<file path="src/hdl/mstby_params.svh">
// Purpose: constants for the peripheral standby control block
// Assumes: APB slave, 32-bit data, two register words (control and read-only status)
// Notes:   offsets are byte addresses
//
// Summary of operation
// - bit 7 address break run, resets 1
// - bit 6 pulse unit run, resets 0
// - bit 5 two-wire run, resets 0
// - bit 4 pwm b run, resets 0
// - bit 3 event counter run, resets 0
// - bit 2 watchdog run enable, resets 0
// - bit 1 pwm a run, resets 0
// - bit 0 lcd run, resets 0
// - watchdog standby only while active flag 0
// - clearing while active stores 0, watchdog runs
// - flag clear lets stored 0 take effect
`ifndef MSTBY_PARAMS_SVH
`define MSTBY_PARAMS_SVH
`define MSTBY_CTRL2_OFFSET   12'h000
`define MSTBY_STATUS_OFFSET  12'h004
`define MSTBY_CTRL2_RESET    8'h80
`define MSTBY_ADDR_BREAK_BIT 7
`define MSTBY_PULSE_BIT      6
`define MSTBY_TWO_WIRE_BIT   5
`define MSTBY_PWM_B_BIT      4
`define MSTBY_EVENT_CNT_BIT  3
`define MSTBY_WATCHDOG_BIT   2
`define MSTBY_PWM_A_BIT      1
`define MSTBY_LCD_BIT        0
`endif

</file>
<file path="src/hdl/mstby_pkg.sv">
// Purpose: types for the peripheral standby control block
// Assumes: nothing beyond the params header
// Notes:   state is one packed struct per module
package mstby_pkg;
  typedef struct packed
  {
    logic [7:0] ctrl;
    logic [31:0] prdata;
  } mstby_state_t;
  typedef struct packed
  {
    logic wd_active_s1;
    logic wd_active_s2;
  } mstby_sync_state_t;
endpackage : mstby_pkg

</file>
<file path="src/hdl/mstby_sync.sv">
// Purpose: two-stage synchroniser for the watchdog active flag
// Assumes: flag comes from a domain not tied to pclk
// Notes:   first stage feeds only the second
`timescale 1ns/100ps
module mstby_sync
(
  input  wire logic pclk,
  input  wire logic presetn,
  input  wire logic async_in,
  output logic      sync_out
);
  mstby_pkg::mstby_sync_state_t st;
  mstby_pkg::mstby_sync_state_t next_st;

  always_comb
  begin
    next_st              = st;
    next_st.wd_active_s1 = async_in;
    next_st.wd_active_s2 = st.wd_active_s1;
  end

  // reset to active: assume watchdog running until proven otherwise
  always_ff @(posedge pclk or negedge presetn)
  begin
    if (!presetn)
      st <= '{wd_active_s1: 1'b1, wd_active_s2: 1'b1};
    else
      st <= next_st;
  end

  assign sync_out = st.wd_active_s2;
endmodule : mstby_sync

</file>
<file path="src/hdl/mstby_ctrl.sv">
// Purpose: peripheral standby control register with watchdog interlock
// Assumes: APB slave, zero wait states, watchdog flag from another domain
// Notes:   clock enables drive external glitch-free gates per peripheral
//
// Implementation choices: the register offsets and the APB register port.
`timescale 1ns/100ps
`include "mstby_params.svh"
module mstby_ctrl
(
  input  wire logic        pclk,
  input  wire logic        presetn,
  input  wire logic        psel,
  input  wire logic        penable,
  input  wire logic        pwrite,
  input  wire logic [11:0] paddr,
  input  wire logic [31:0] pwdata,
  input  wire logic [3:0]  pstrb,
  output logic      [31:0] prdata,
  output logic             pready,
  output logic             pslverr,
  input  wire logic        watchdog_active_flag,
  output logic             addr_break_run,
  output logic             pulse_unit_run,
  output logic             two_wire_run,
  output logic             pwm_b_run,
  output logic             event_counter_run,
  output logic             watchdog_run,
  output logic             pwm_a_run,
  output logic             lcd_run,
  output logic [7:0]       periph_clk_en,
  output logic [7:0]       periph_access_en
);
  mstby_pkg::mstby_state_t st;
  mstby_pkg::mstby_state_t next_st;
  logic                    wd_active;
  logic                    access;
  logic                    hit_ctrl;
  logic                    hit_status;
  logic                    wr_ctrl;
  logic [7:0]              eff_run;

  function automatic logic addr_is(input logic [11:0] a, input logic [11:0] off);
    addr_is = (a == off);
  endfunction : addr_is

  mstby_sync u_wd_sync
  (
    .pclk     (pclk),
    .presetn  (presetn),
    .async_in (watchdog_active_flag),
    .sync_out (wd_active)
  );

  assign access     = psel && penable;
  assign hit_ctrl   = addr_is(paddr, `MSTBY_CTRL2_OFFSET);
  assign hit_status = addr_is(paddr, `MSTBY_STATUS_OFFSET);
  // byte 0 strobe gates the store; other lanes carry nothing
  assign wr_ctrl    = access && pwrite && hit_ctrl && pstrb[0];

  // the stored watchdog bit is software's; the running state also honours the flag
  always_comb
  begin
    eff_run = st.ctrl;
    eff_run[`MSTBY_WATCHDOG_BIT] = st.ctrl[`MSTBY_WATCHDOG_BIT] || wd_active;
  end

  always_comb
  begin
    next_st = st;
    if (wr_ctrl)
      next_st.ctrl = pwdata[7:0];
    if (psel && !penable && !pwrite)
    begin
      if (hit_ctrl)
        next_st.prdata = {24'h000000, st.ctrl};
      else if (hit_status)
        next_st.prdata = {23'h0, wd_active, eff_run};
      else
        next_st.prdata = 32'h00000000;
    end
  end

  always_ff @(posedge pclk or negedge presetn)
  begin
    if (!presetn)
      st <= '{ctrl: `MSTBY_CTRL2_RESET, prdata: 32'h00000000};
    else
      st <= next_st;
  end

  // read data is latched in setup so it comes from flip-flops
  assign prdata  = st.prdata;
  assign pready  = 1'b1;
  // unmapped addresses answer with an error, writes there are dropped
  assign pslverr = access && !(hit_ctrl || hit_status);

  assign addr_break_run    = eff_run[`MSTBY_ADDR_BREAK_BIT];
  assign pulse_unit_run    = eff_run[`MSTBY_PULSE_BIT];
  assign two_wire_run      = eff_run[`MSTBY_TWO_WIRE_BIT];
  assign pwm_b_run         = eff_run[`MSTBY_PWM_B_BIT];
  assign event_counter_run = eff_run[`MSTBY_EVENT_CNT_BIT];
  assign watchdog_run      = eff_run[`MSTBY_WATCHDOG_BIT];
  assign pwm_a_run         = eff_run[`MSTBY_PWM_A_BIT];
  assign lcd_run           = eff_run[`MSTBY_LCD_BIT];
  // limitation: gating itself is left to a cell outside, this block gives only enables
  assign periph_clk_en     = eff_run;
  assign periph_access_en  = eff_run;

  mstby_write_a: assert property (@(posedge pclk) disable iff (!presetn)
    wr_ctrl |=> (st.ctrl == $past(pwdata[7:0])))
    else $error("control write not stored");

  ctrl_keep_a: assert property (@(posedge pclk) disable iff (!presetn)
    !wr_ctrl |=> $stable(st.ctrl))
    else $error("control changed without a write");

  read_ctrl_a: assert property (@(posedge pclk) disable iff (!presetn)
    (psel && !penable && !pwrite && hit_ctrl) |=> (prdata == {24'h0, $past(st.ctrl)}))
    else $error("control read data wrong");

  addr_break_map_a: assert property (@(posedge pclk) disable iff (!presetn)
    addr_break_run == st.ctrl[`MSTBY_ADDR_BREAK_BIT])
    else $error("address break run mismatch");

  pulse_map_a: assert property (@(posedge pclk) disable iff (!presetn)
    pulse_unit_run == st.ctrl[`MSTBY_PULSE_BIT])
    else $error("pulse unit run mismatch");

  two_wire_map_a: assert property (@(posedge pclk) disable iff (!presetn)
    two_wire_run == st.ctrl[`MSTBY_TWO_WIRE_BIT])
    else $error("two wire run mismatch");

  pwm_b_map_a: assert property (@(posedge pclk) disable iff (!presetn)
    pwm_b_run == st.ctrl[`MSTBY_PWM_B_BIT])
    else $error("pwm b run mismatch");

  event_map_a: assert property (@(posedge pclk) disable iff (!presetn)
    event_counter_run == st.ctrl[`MSTBY_EVENT_CNT_BIT])
    else $error("event counter run mismatch");

  wd_stored_a: assert property (@(posedge pclk) disable iff (!presetn)
    (wr_ctrl && !pwdata[`MSTBY_WATCHDOG_BIT]) |=> !st.ctrl[`MSTBY_WATCHDOG_BIT])
    else $error("watchdog bit not cleared");

  wd_set_a: assert property (@(posedge pclk) disable iff (!presetn)
    (wr_ctrl && pwdata[`MSTBY_WATCHDOG_BIT]) |=> watchdog_run)
    else $error("watchdog not released");

  pwm_a_map_a: assert property (@(posedge pclk) disable iff (!presetn)
    pwm_a_run == st.ctrl[`MSTBY_PWM_A_BIT])
    else $error("pwm a run mismatch");

  lcd_gate_a: assert property (@(posedge pclk) disable iff (!presetn)
    !st.ctrl[`MSTBY_LCD_BIT] |-> (!lcd_run && !periph_clk_en[0] && !periph_access_en[0]))
    else $error("lcd not gated");

  wd_standby_a: assert property (@(posedge pclk) disable iff (!presetn)
    !watchdog_run |-> (!st.ctrl[`MSTBY_WATCHDOG_BIT] && !wd_active))
    else $error("watchdog parked while active");

  // three samples cover the two synchroniser stages
  wd_hold_a: assert property (@(posedge pclk) disable iff (!presetn)
    (watchdog_active_flag && !st.ctrl[`MSTBY_WATCHDOG_BIT])[*3] |-> watchdog_run)
    else $error("watchdog stopped while active");

  // four samples, since the synchroniser still shows active at the release edge
  wd_release_a: assert property (@(posedge pclk) disable iff (!presetn)
    (!watchdog_active_flag && !st.ctrl[`MSTBY_WATCHDOG_BIT])[*4] |-> !watchdog_run)
    else $error("cleared bit did not take effect");

  clk_en_map_a: assert property (@(posedge pclk) disable iff (!presetn)
    periph_clk_en == {addr_break_run, pulse_unit_run, two_wire_run, pwm_b_run,
                      event_counter_run, watchdog_run, pwm_a_run, lcd_run})
    else $error("clock enables differ from run outputs");

  access_en_map_a: assert property (@(posedge pclk) disable iff (!presetn)
    periph_access_en == periph_clk_en)
    else $error("access enables differ from clock enables");

  wd_held_c: cover property (@(posedge pclk) disable iff (!presetn)
    wd_active && !st.ctrl[`MSTBY_WATCHDOG_BIT]);
  wd_park_c: cover property (@(posedge pclk) disable iff (!presetn)
    watchdog_run ##1 !watchdog_run);
  ctrl_write_c: cover property (@(posedge pclk) disable iff (!presetn)
    access && pwrite && hit_ctrl);
  bad_addr_c: cover property (@(posedge pclk) disable iff (!presetn) pslverr);
  wd_clear_held_c: cover property (@(posedge pclk) disable iff (!presetn)
    wr_ctrl && !pwdata[`MSTBY_WATCHDOG_BIT] && wd_active);
endmodule : mstby_ctrl

</file>
<file path="config.mk">
export PLATFORM = sky130hd
export DESIGN_NAME = mstby_ctrl
export DESIGN_NICKNAME = d
export VERILOG_FILES = /design/src/hdl/mstby_pkg.sv /design/src/hdl/mstby_sync.sv /design/src/hdl/mstby_ctrl.sv
export VERILOG_INCLUDE_DIRS = /design/src /design/src/hdl
export SDC_FILE = /design/constraint.sdc
export NUM_CORES = 1
export LEC_CHECK = 0
export ABC_AREA = 1
export CAP_MARGIN = 10
export CORE_AREA = 2 2 52 54
export DETAILED_ROUTE_END_ITERATION = 10
export DIE_AREA = 0 0 54 56
export DONT_BUFFER_PORTS = 1
export GPL_TIMING_DRIVEN = 0
export MAX_ROUTING_LAYER = met4
export PLACE_DENSITY_LB_ADDON = 0.15
export SETUP_SLACK_MARGIN = 0.05
export SLEW_MARGIN = 20
export SYNTH_ARGS = -nofsm -noshare
export SYNTH_HDL_FRONTEND = slang
export SYNTH_SLANG_ARGS = --single-unit
</file>
<file path="constraint.sdc">
create_clock -name pclk -period 1.39 [get_ports pclk]
set_clock_uncertainty 0.2 [all_clocks]
set_input_delay 0 -clock pclk [delete_from_list [all_inputs] [get_ports pclk]]
set_output_delay 0 -clock pclk [all_outputs]
set_load 0.05 [all_outputs]
</file>
# Yosys cells after proc, flatten, opt, wreduce, memory -nomap -nowiden
# Cells that the tools add are included.
# Widths: inputs -> output; s select.
[totals]
reg_bits = 42
latch_bits = 0
ramBits = 0
mem_bits_ro = 0
input_bits = 54
output_inout_bits = 58
elab_cells = 20
mem_count = 0
[op_classes]
add_sub_neg = 0
mul = 0
div = 0
magnitude_cmp = 0
n_eq_ne = 1
n_shift = 0
muxes = 2
n_bitwise = 0
reduce_logical = 13
[ops]
columns = ["op", "count"]
rows = [
  ["$mux 9", 2],
  ["$eq 12x3->1 const B", 1],
  ["$logic_not 12->1", 1],
  ["$logic_and 1x1->1", 7],
  ["$logic_not 1->1", 3],
  ["$logic_or 1x1->1", 2],
]

# Logic depth before layout (Yosys ltp)
[logic_depth]
word_depth = 4
mapped_depth = 8

# Cells and area by module
# A second synthesis with hierarchy kept.
[unflattened]
cells_unflattened = 151
hier_area_um2 = 1272.5
[by_module_without_submodules]
columns = ["module", "n_inst", "cells_each", "area_each_um2"]
rows = [
  ["mstby_ctrl", 1, 149, 1219.9],
  ["mstby_sync", 1, 2, 52.6],
]

# Worst setup path after synthesis
# OpenSTA, ideal clock, no wires.
[synth_timing]
kind = "reg2reg"
start = "register st[34] (netlist name)"
end = "register st (netlist bit prdata[2])"
arrival_ns = 1.035
required_time_ns = 1.074
setup_slack_ns = 0.038
stages_incl_launch_ff = 6
path_buffers = 0
cell_sequence = "dfrtp_1 or2_2 nand3_1 nand2_1 nand2_1 nand2_1"
[synth_between]
elab_chain_cells = 3
[synth_lines]
columns = ["item", "line", "rtl"]
rows = [
  ["from (decl)", "mstby_ctrl.sv:33", "mstby_pkg::mstby_state_t st;"],
  ["from (signal assigned)", "mstby_ctrl.sv:86", "st <= '{ctrl: `MSTBY_CTRL2_RESET, prdata: 32'h00000000};"],
  ["from (signal assigned)", "mstby_ctrl.sv:88", "st <= next_st;"],
  ["$logic_or 1x1->1", "mstby_ctrl.sv:64", "eff_run[`MSTBY_WATCHDOG_BIT] = st.ctrl[`MSTBY_WATCHDOG_BIT] || wd_active;"],
  ["named net watchdog_run", "mstby_ctrl.sv:27", "output logic watchdog_run,"],
  ["$mux 9", "mstby_ctrl.sv:76", "else if (hit_status)"],
  ["$mux 9", "mstby_ctrl.sv:74", "if (hit_ctrl)"],
]
# The timed path passes the listed nets, and every way through them passes these cells.
# A chain may end at the register's enable or synchronous reset.

# Worst setup path in the final report
[layout_timing]
start = "register u_wd_sync.st (netlist bit u_wd_sync.sync_out)"
end = "output port periph_clk_en[2]"
[layout_between]
elab_chain_cells = 1
[layout_lines]
columns = ["item", "line", "rtl"]
rows = [
  ["from (decl)", "mstby_sync.sv:12", "mstby_pkg::mstby_sync_state_t st;"],
  ["from (signal assigned)", "mstby_sync.sv:26", "st <= '{wd_active_s1: 1'b1, wd_active_s2: 1'b1};"],
  ["from (signal assigned)", "mstby_sync.sv:28", "st <= next_st;"],
  ["$logic_or 1x1->1", "mstby_ctrl.sv:64", ""],
  ["to (decl)", "mstby_ctrl.sv:30", "output logic [7:0] periph_clk_en,"],
]
# Every way passes these cells.

==> summary.txt <==
Critical path
  • Required @ worst endpoint: 1190 ps
  • R2r worst-path depth: 5
  • Setup CP Type: reg -> out
  • Endpoint class of the critical path: output port
  • Worst EP arrival: between 1000 and 1500 ps
  • CP max FO: 4
  • R2R Path End: prdata[2]
  • Worst R2R Start: st[34]
  • Crit start category: register
  • Reg2reg setup slack: approximately 60 ps

Hold path
  • Hold depth: 6
  • Hold Crit Start: paddr[10]
  • Hold path endpoint: lcd_run
  • Min-delay worst type: in -> reg

Drt
  • DRT Pass-1 Iters: 4
  • DR WL/cell: between 10 and 15 um
  • Final wirelength: between 2000 and 2500 um
  • Via Count: around 990
  • Post-DRT Antenna Nets: 0
  • Drt via density: 4.34
  • Initial DRC count: 16
  • Number of remaining DRC errors: 0

Clock network
  • CTS buffer count: 3
  • Clock Sinks: 19
  • Clock Path Buffers: 2
  • CTS tree: built
  • Worst-Skew Late Latency: just under 300 ps
  • Clock-pin slew on the worst setup and hold paths: roughly 110 ps
  • Root buffer cell: clkbuf_4
  • H-tree depth: 1

Yosys
  • Synthesized flop and latch total: 19
  • Synth Area in Compound Gates: a little under 6%
  • Syn Area/Cell: about 8.4 um^2
  • Post-Synth Adder-Cell Area: 0%
  • Xor and xnor area share after synthesis: 0%
  • Post-synthesis sequential area ratio: a little under two fifths
  • Synth warn: 0
  • Syn Inst Count: around 150
  • Distinct cells, synth: 20
  • Mux cell area share after synthesis: 0%
  • Synthesized area: about 1300 um^2
  • Largest family of logic cells by synthesized area: buffers and inverters
  • Post-Synth Simple-Gate Area: 22.2%

Place
  • Placed Cells: approximately 200
  • Placer Congestion: a little under 0.8
  • I/O Buffers: 0
  • Hpwl dp: around 1800 um
  • Post-place setup slack: 108 ps

GRT
  • Total gr overflow: 0
  • Vias in the first global route: between 800 and 900
  • Initial antenna violation count: 0
  • Total Routing Usage GR: 17.2%
  • Largest net degree at the start of global routing: 20
  • First-pass GRT wire length: approximately 3800 um

STA
  • Measured slew at the worst slew-check pin: around 780 ps
  • Maximum operating frequency: 0.682 GHz
  • Relative slew slack: between 40% and 50%
  • Post-route minimum period: around 1500 ps
  • Final hold slack: -52.1 ps
  • Final cycle utilization of the critical path: 106%
  • Final hold violations: 7
  • Final Max Tran Viols: 0
  • Setup TNS: -233 ps
  • Final WS setup: -77.1 ps
  • RSZ-0062 raised after global routing: yes
  • Final setup fails: 4

Outcome
  • Status: finished, violations left
  • Failing checks: negative hold slack, negative setup slack

Floorplanning
  • Core box area: roughly 2400 um^2
  • Die extent in y: approximately 56 um
  • Initial Utilization: a little over half
  • Die width: 54 um
  • Area of the die: slightly above 3000 um^2
  • Num rows: 18
  • Num ports: 112

Layout
  • Leading cell type in the layout, fill and taps excluded: buf_4
  • Most frequent cells in the layout: 35 x buf_4, 31 x nand2_1, 24 x conb_1, 18 x dlygate4sd3_1, 13 x buf_6
  • Share of cells above drive strength 1: about 43%
  • Area delta synth->final: 34.9%
  • Diode count: 0
  • Fillers: 189
  • Final #Nets: between 200 and 300
  • Non-Filler Instances: 227

Run
  • Max-Cap Viols: 0

Pwr
  • Power per Cell Area: 668 nW/um^2
  • Leakage dissipation: approximately 0.00097 uW
  • Maximum vdd drop: roughly 0.54 mV
## where the power goes
| part | total [uW] | internal (uW) | switching (uW) |
|---|---|---|---|
| logic | 315 | 96.8 | 218 |
| registers | 560 | 558 | 1.96 |
| clock network | 272 | 107 | 165 |
| total | 1150 | 762 | 386 |
## area by class of cell
class,count,area (um^2),area share (%)
Multi-Input combinational cell,91,463,27.0
Clock buffer,3,22.5,1.31
Buffer,50,454,26.5
Timing Repair Buffer,20,195,11.4
Inverter,13,48.8,2.84
Clock inverter,1,5.00,0.292
Tap cell,30,37.5,2.19
Sequential cell,19,490,28.6
## critical path: stages (launching register included)
cell	delay, ps
dfstp_2	550
or2_4	250
buf_8	180
## repair_timing
item	CTS	global route
endpoints found under the hold margin	37	1
hold buffers	19	1
setup endpoints to repair	16	27
gates resized for setup	17	14
pin swaps	0	5
buffers inserted	0	2
## synthesized netlist by cell type
library cell   n  area [um^2]
buf_6          1         11.3
dfstp_2        3         78.8
nand3_1       10         50.1
nand2_2        1         6.26
or2_2          1         6.26
nor3_4         1         16.3
o21ai_0        1         5.00
dfrtp_1       16          400
nor2_4         1         11.3
nor2_2         1         6.26
nor2_1         7         26.3
inv_1         12         45.0
buf_4         49          368
o21ai_2        8         70.1
and2_2         1         7.51
nand4_1        2         12.5
conb_1         2         7.51
nand3b_4       1         20.0
inv_2          1         3.75
nand2_1       32          120
## flip-flops by register name, indices dropped and copies added (netlist names)
| name | cells |
|---|---|
| prdata | 9 |
| periph_access_en | 4 |
| addr_break_run | 1 |
| event_counter_run | 1 |
| lcd_run | 1 |
| st | 1 |
| u_wd_sync.next_st | 1 |
| u_wd_sync.sync_out | 1 |
## per-layer routing
layer	track usage (%)	vias to the layer above	part of all wire, %
li1	-	489	-
met1	19.7	436	37
met2	27.2	55	53
met3	3.76	6	8.4
met4	9.64	0	2.0
met5	-	-	0
## cell families (layout without fill, tap and decap cells)
logic type,count (synthesis),after routing
other,2,24
buffers and inverters,63,87
flip-flops,19,19
AO/OA/AOI/OAI,9,9
AND/OR/NAND/NOR,58,58
## worst max path at each step
stage | cells past startpoint | endpoint | slack (ps) | startpoint
5_1_grt | 2 | periph_clk_en[2] | -120 | u_wd_sync.sync_out
6_report | 2 | periph_clk_en[2] | -80 | u_wd_sync.sync_out
3_5_place_dp | 5 | prdata[2] | 110 | u_wd_sync.sync_out
4_1_cts | 2 | periph_clk_en[2] | -120 | u_wd_sync.sync_out
3_3_place_gp | 5 | prdata[2] | 120 | u_wd_sync.sync_out
2_1_floorplan | 5 | prdata[2] | 160 | u_wd_sync.sync_out
## per-stage QoR
stage / total power (uW) / util, % / area, um^2
6_report: 1150 / 70.6 / 1720
5_1_grt: 1190 / 70.6 / 1720
4_1_cts: 1140 / 68.3 / 1660
3_5_place_dp: 827 / 57.4 / 1400
3_3_place_gp: 825 / 57.4 / 1400
2_1_floorplan: 821 / - / 1360
Note: power is estimated with default switching activity, not from simulation.
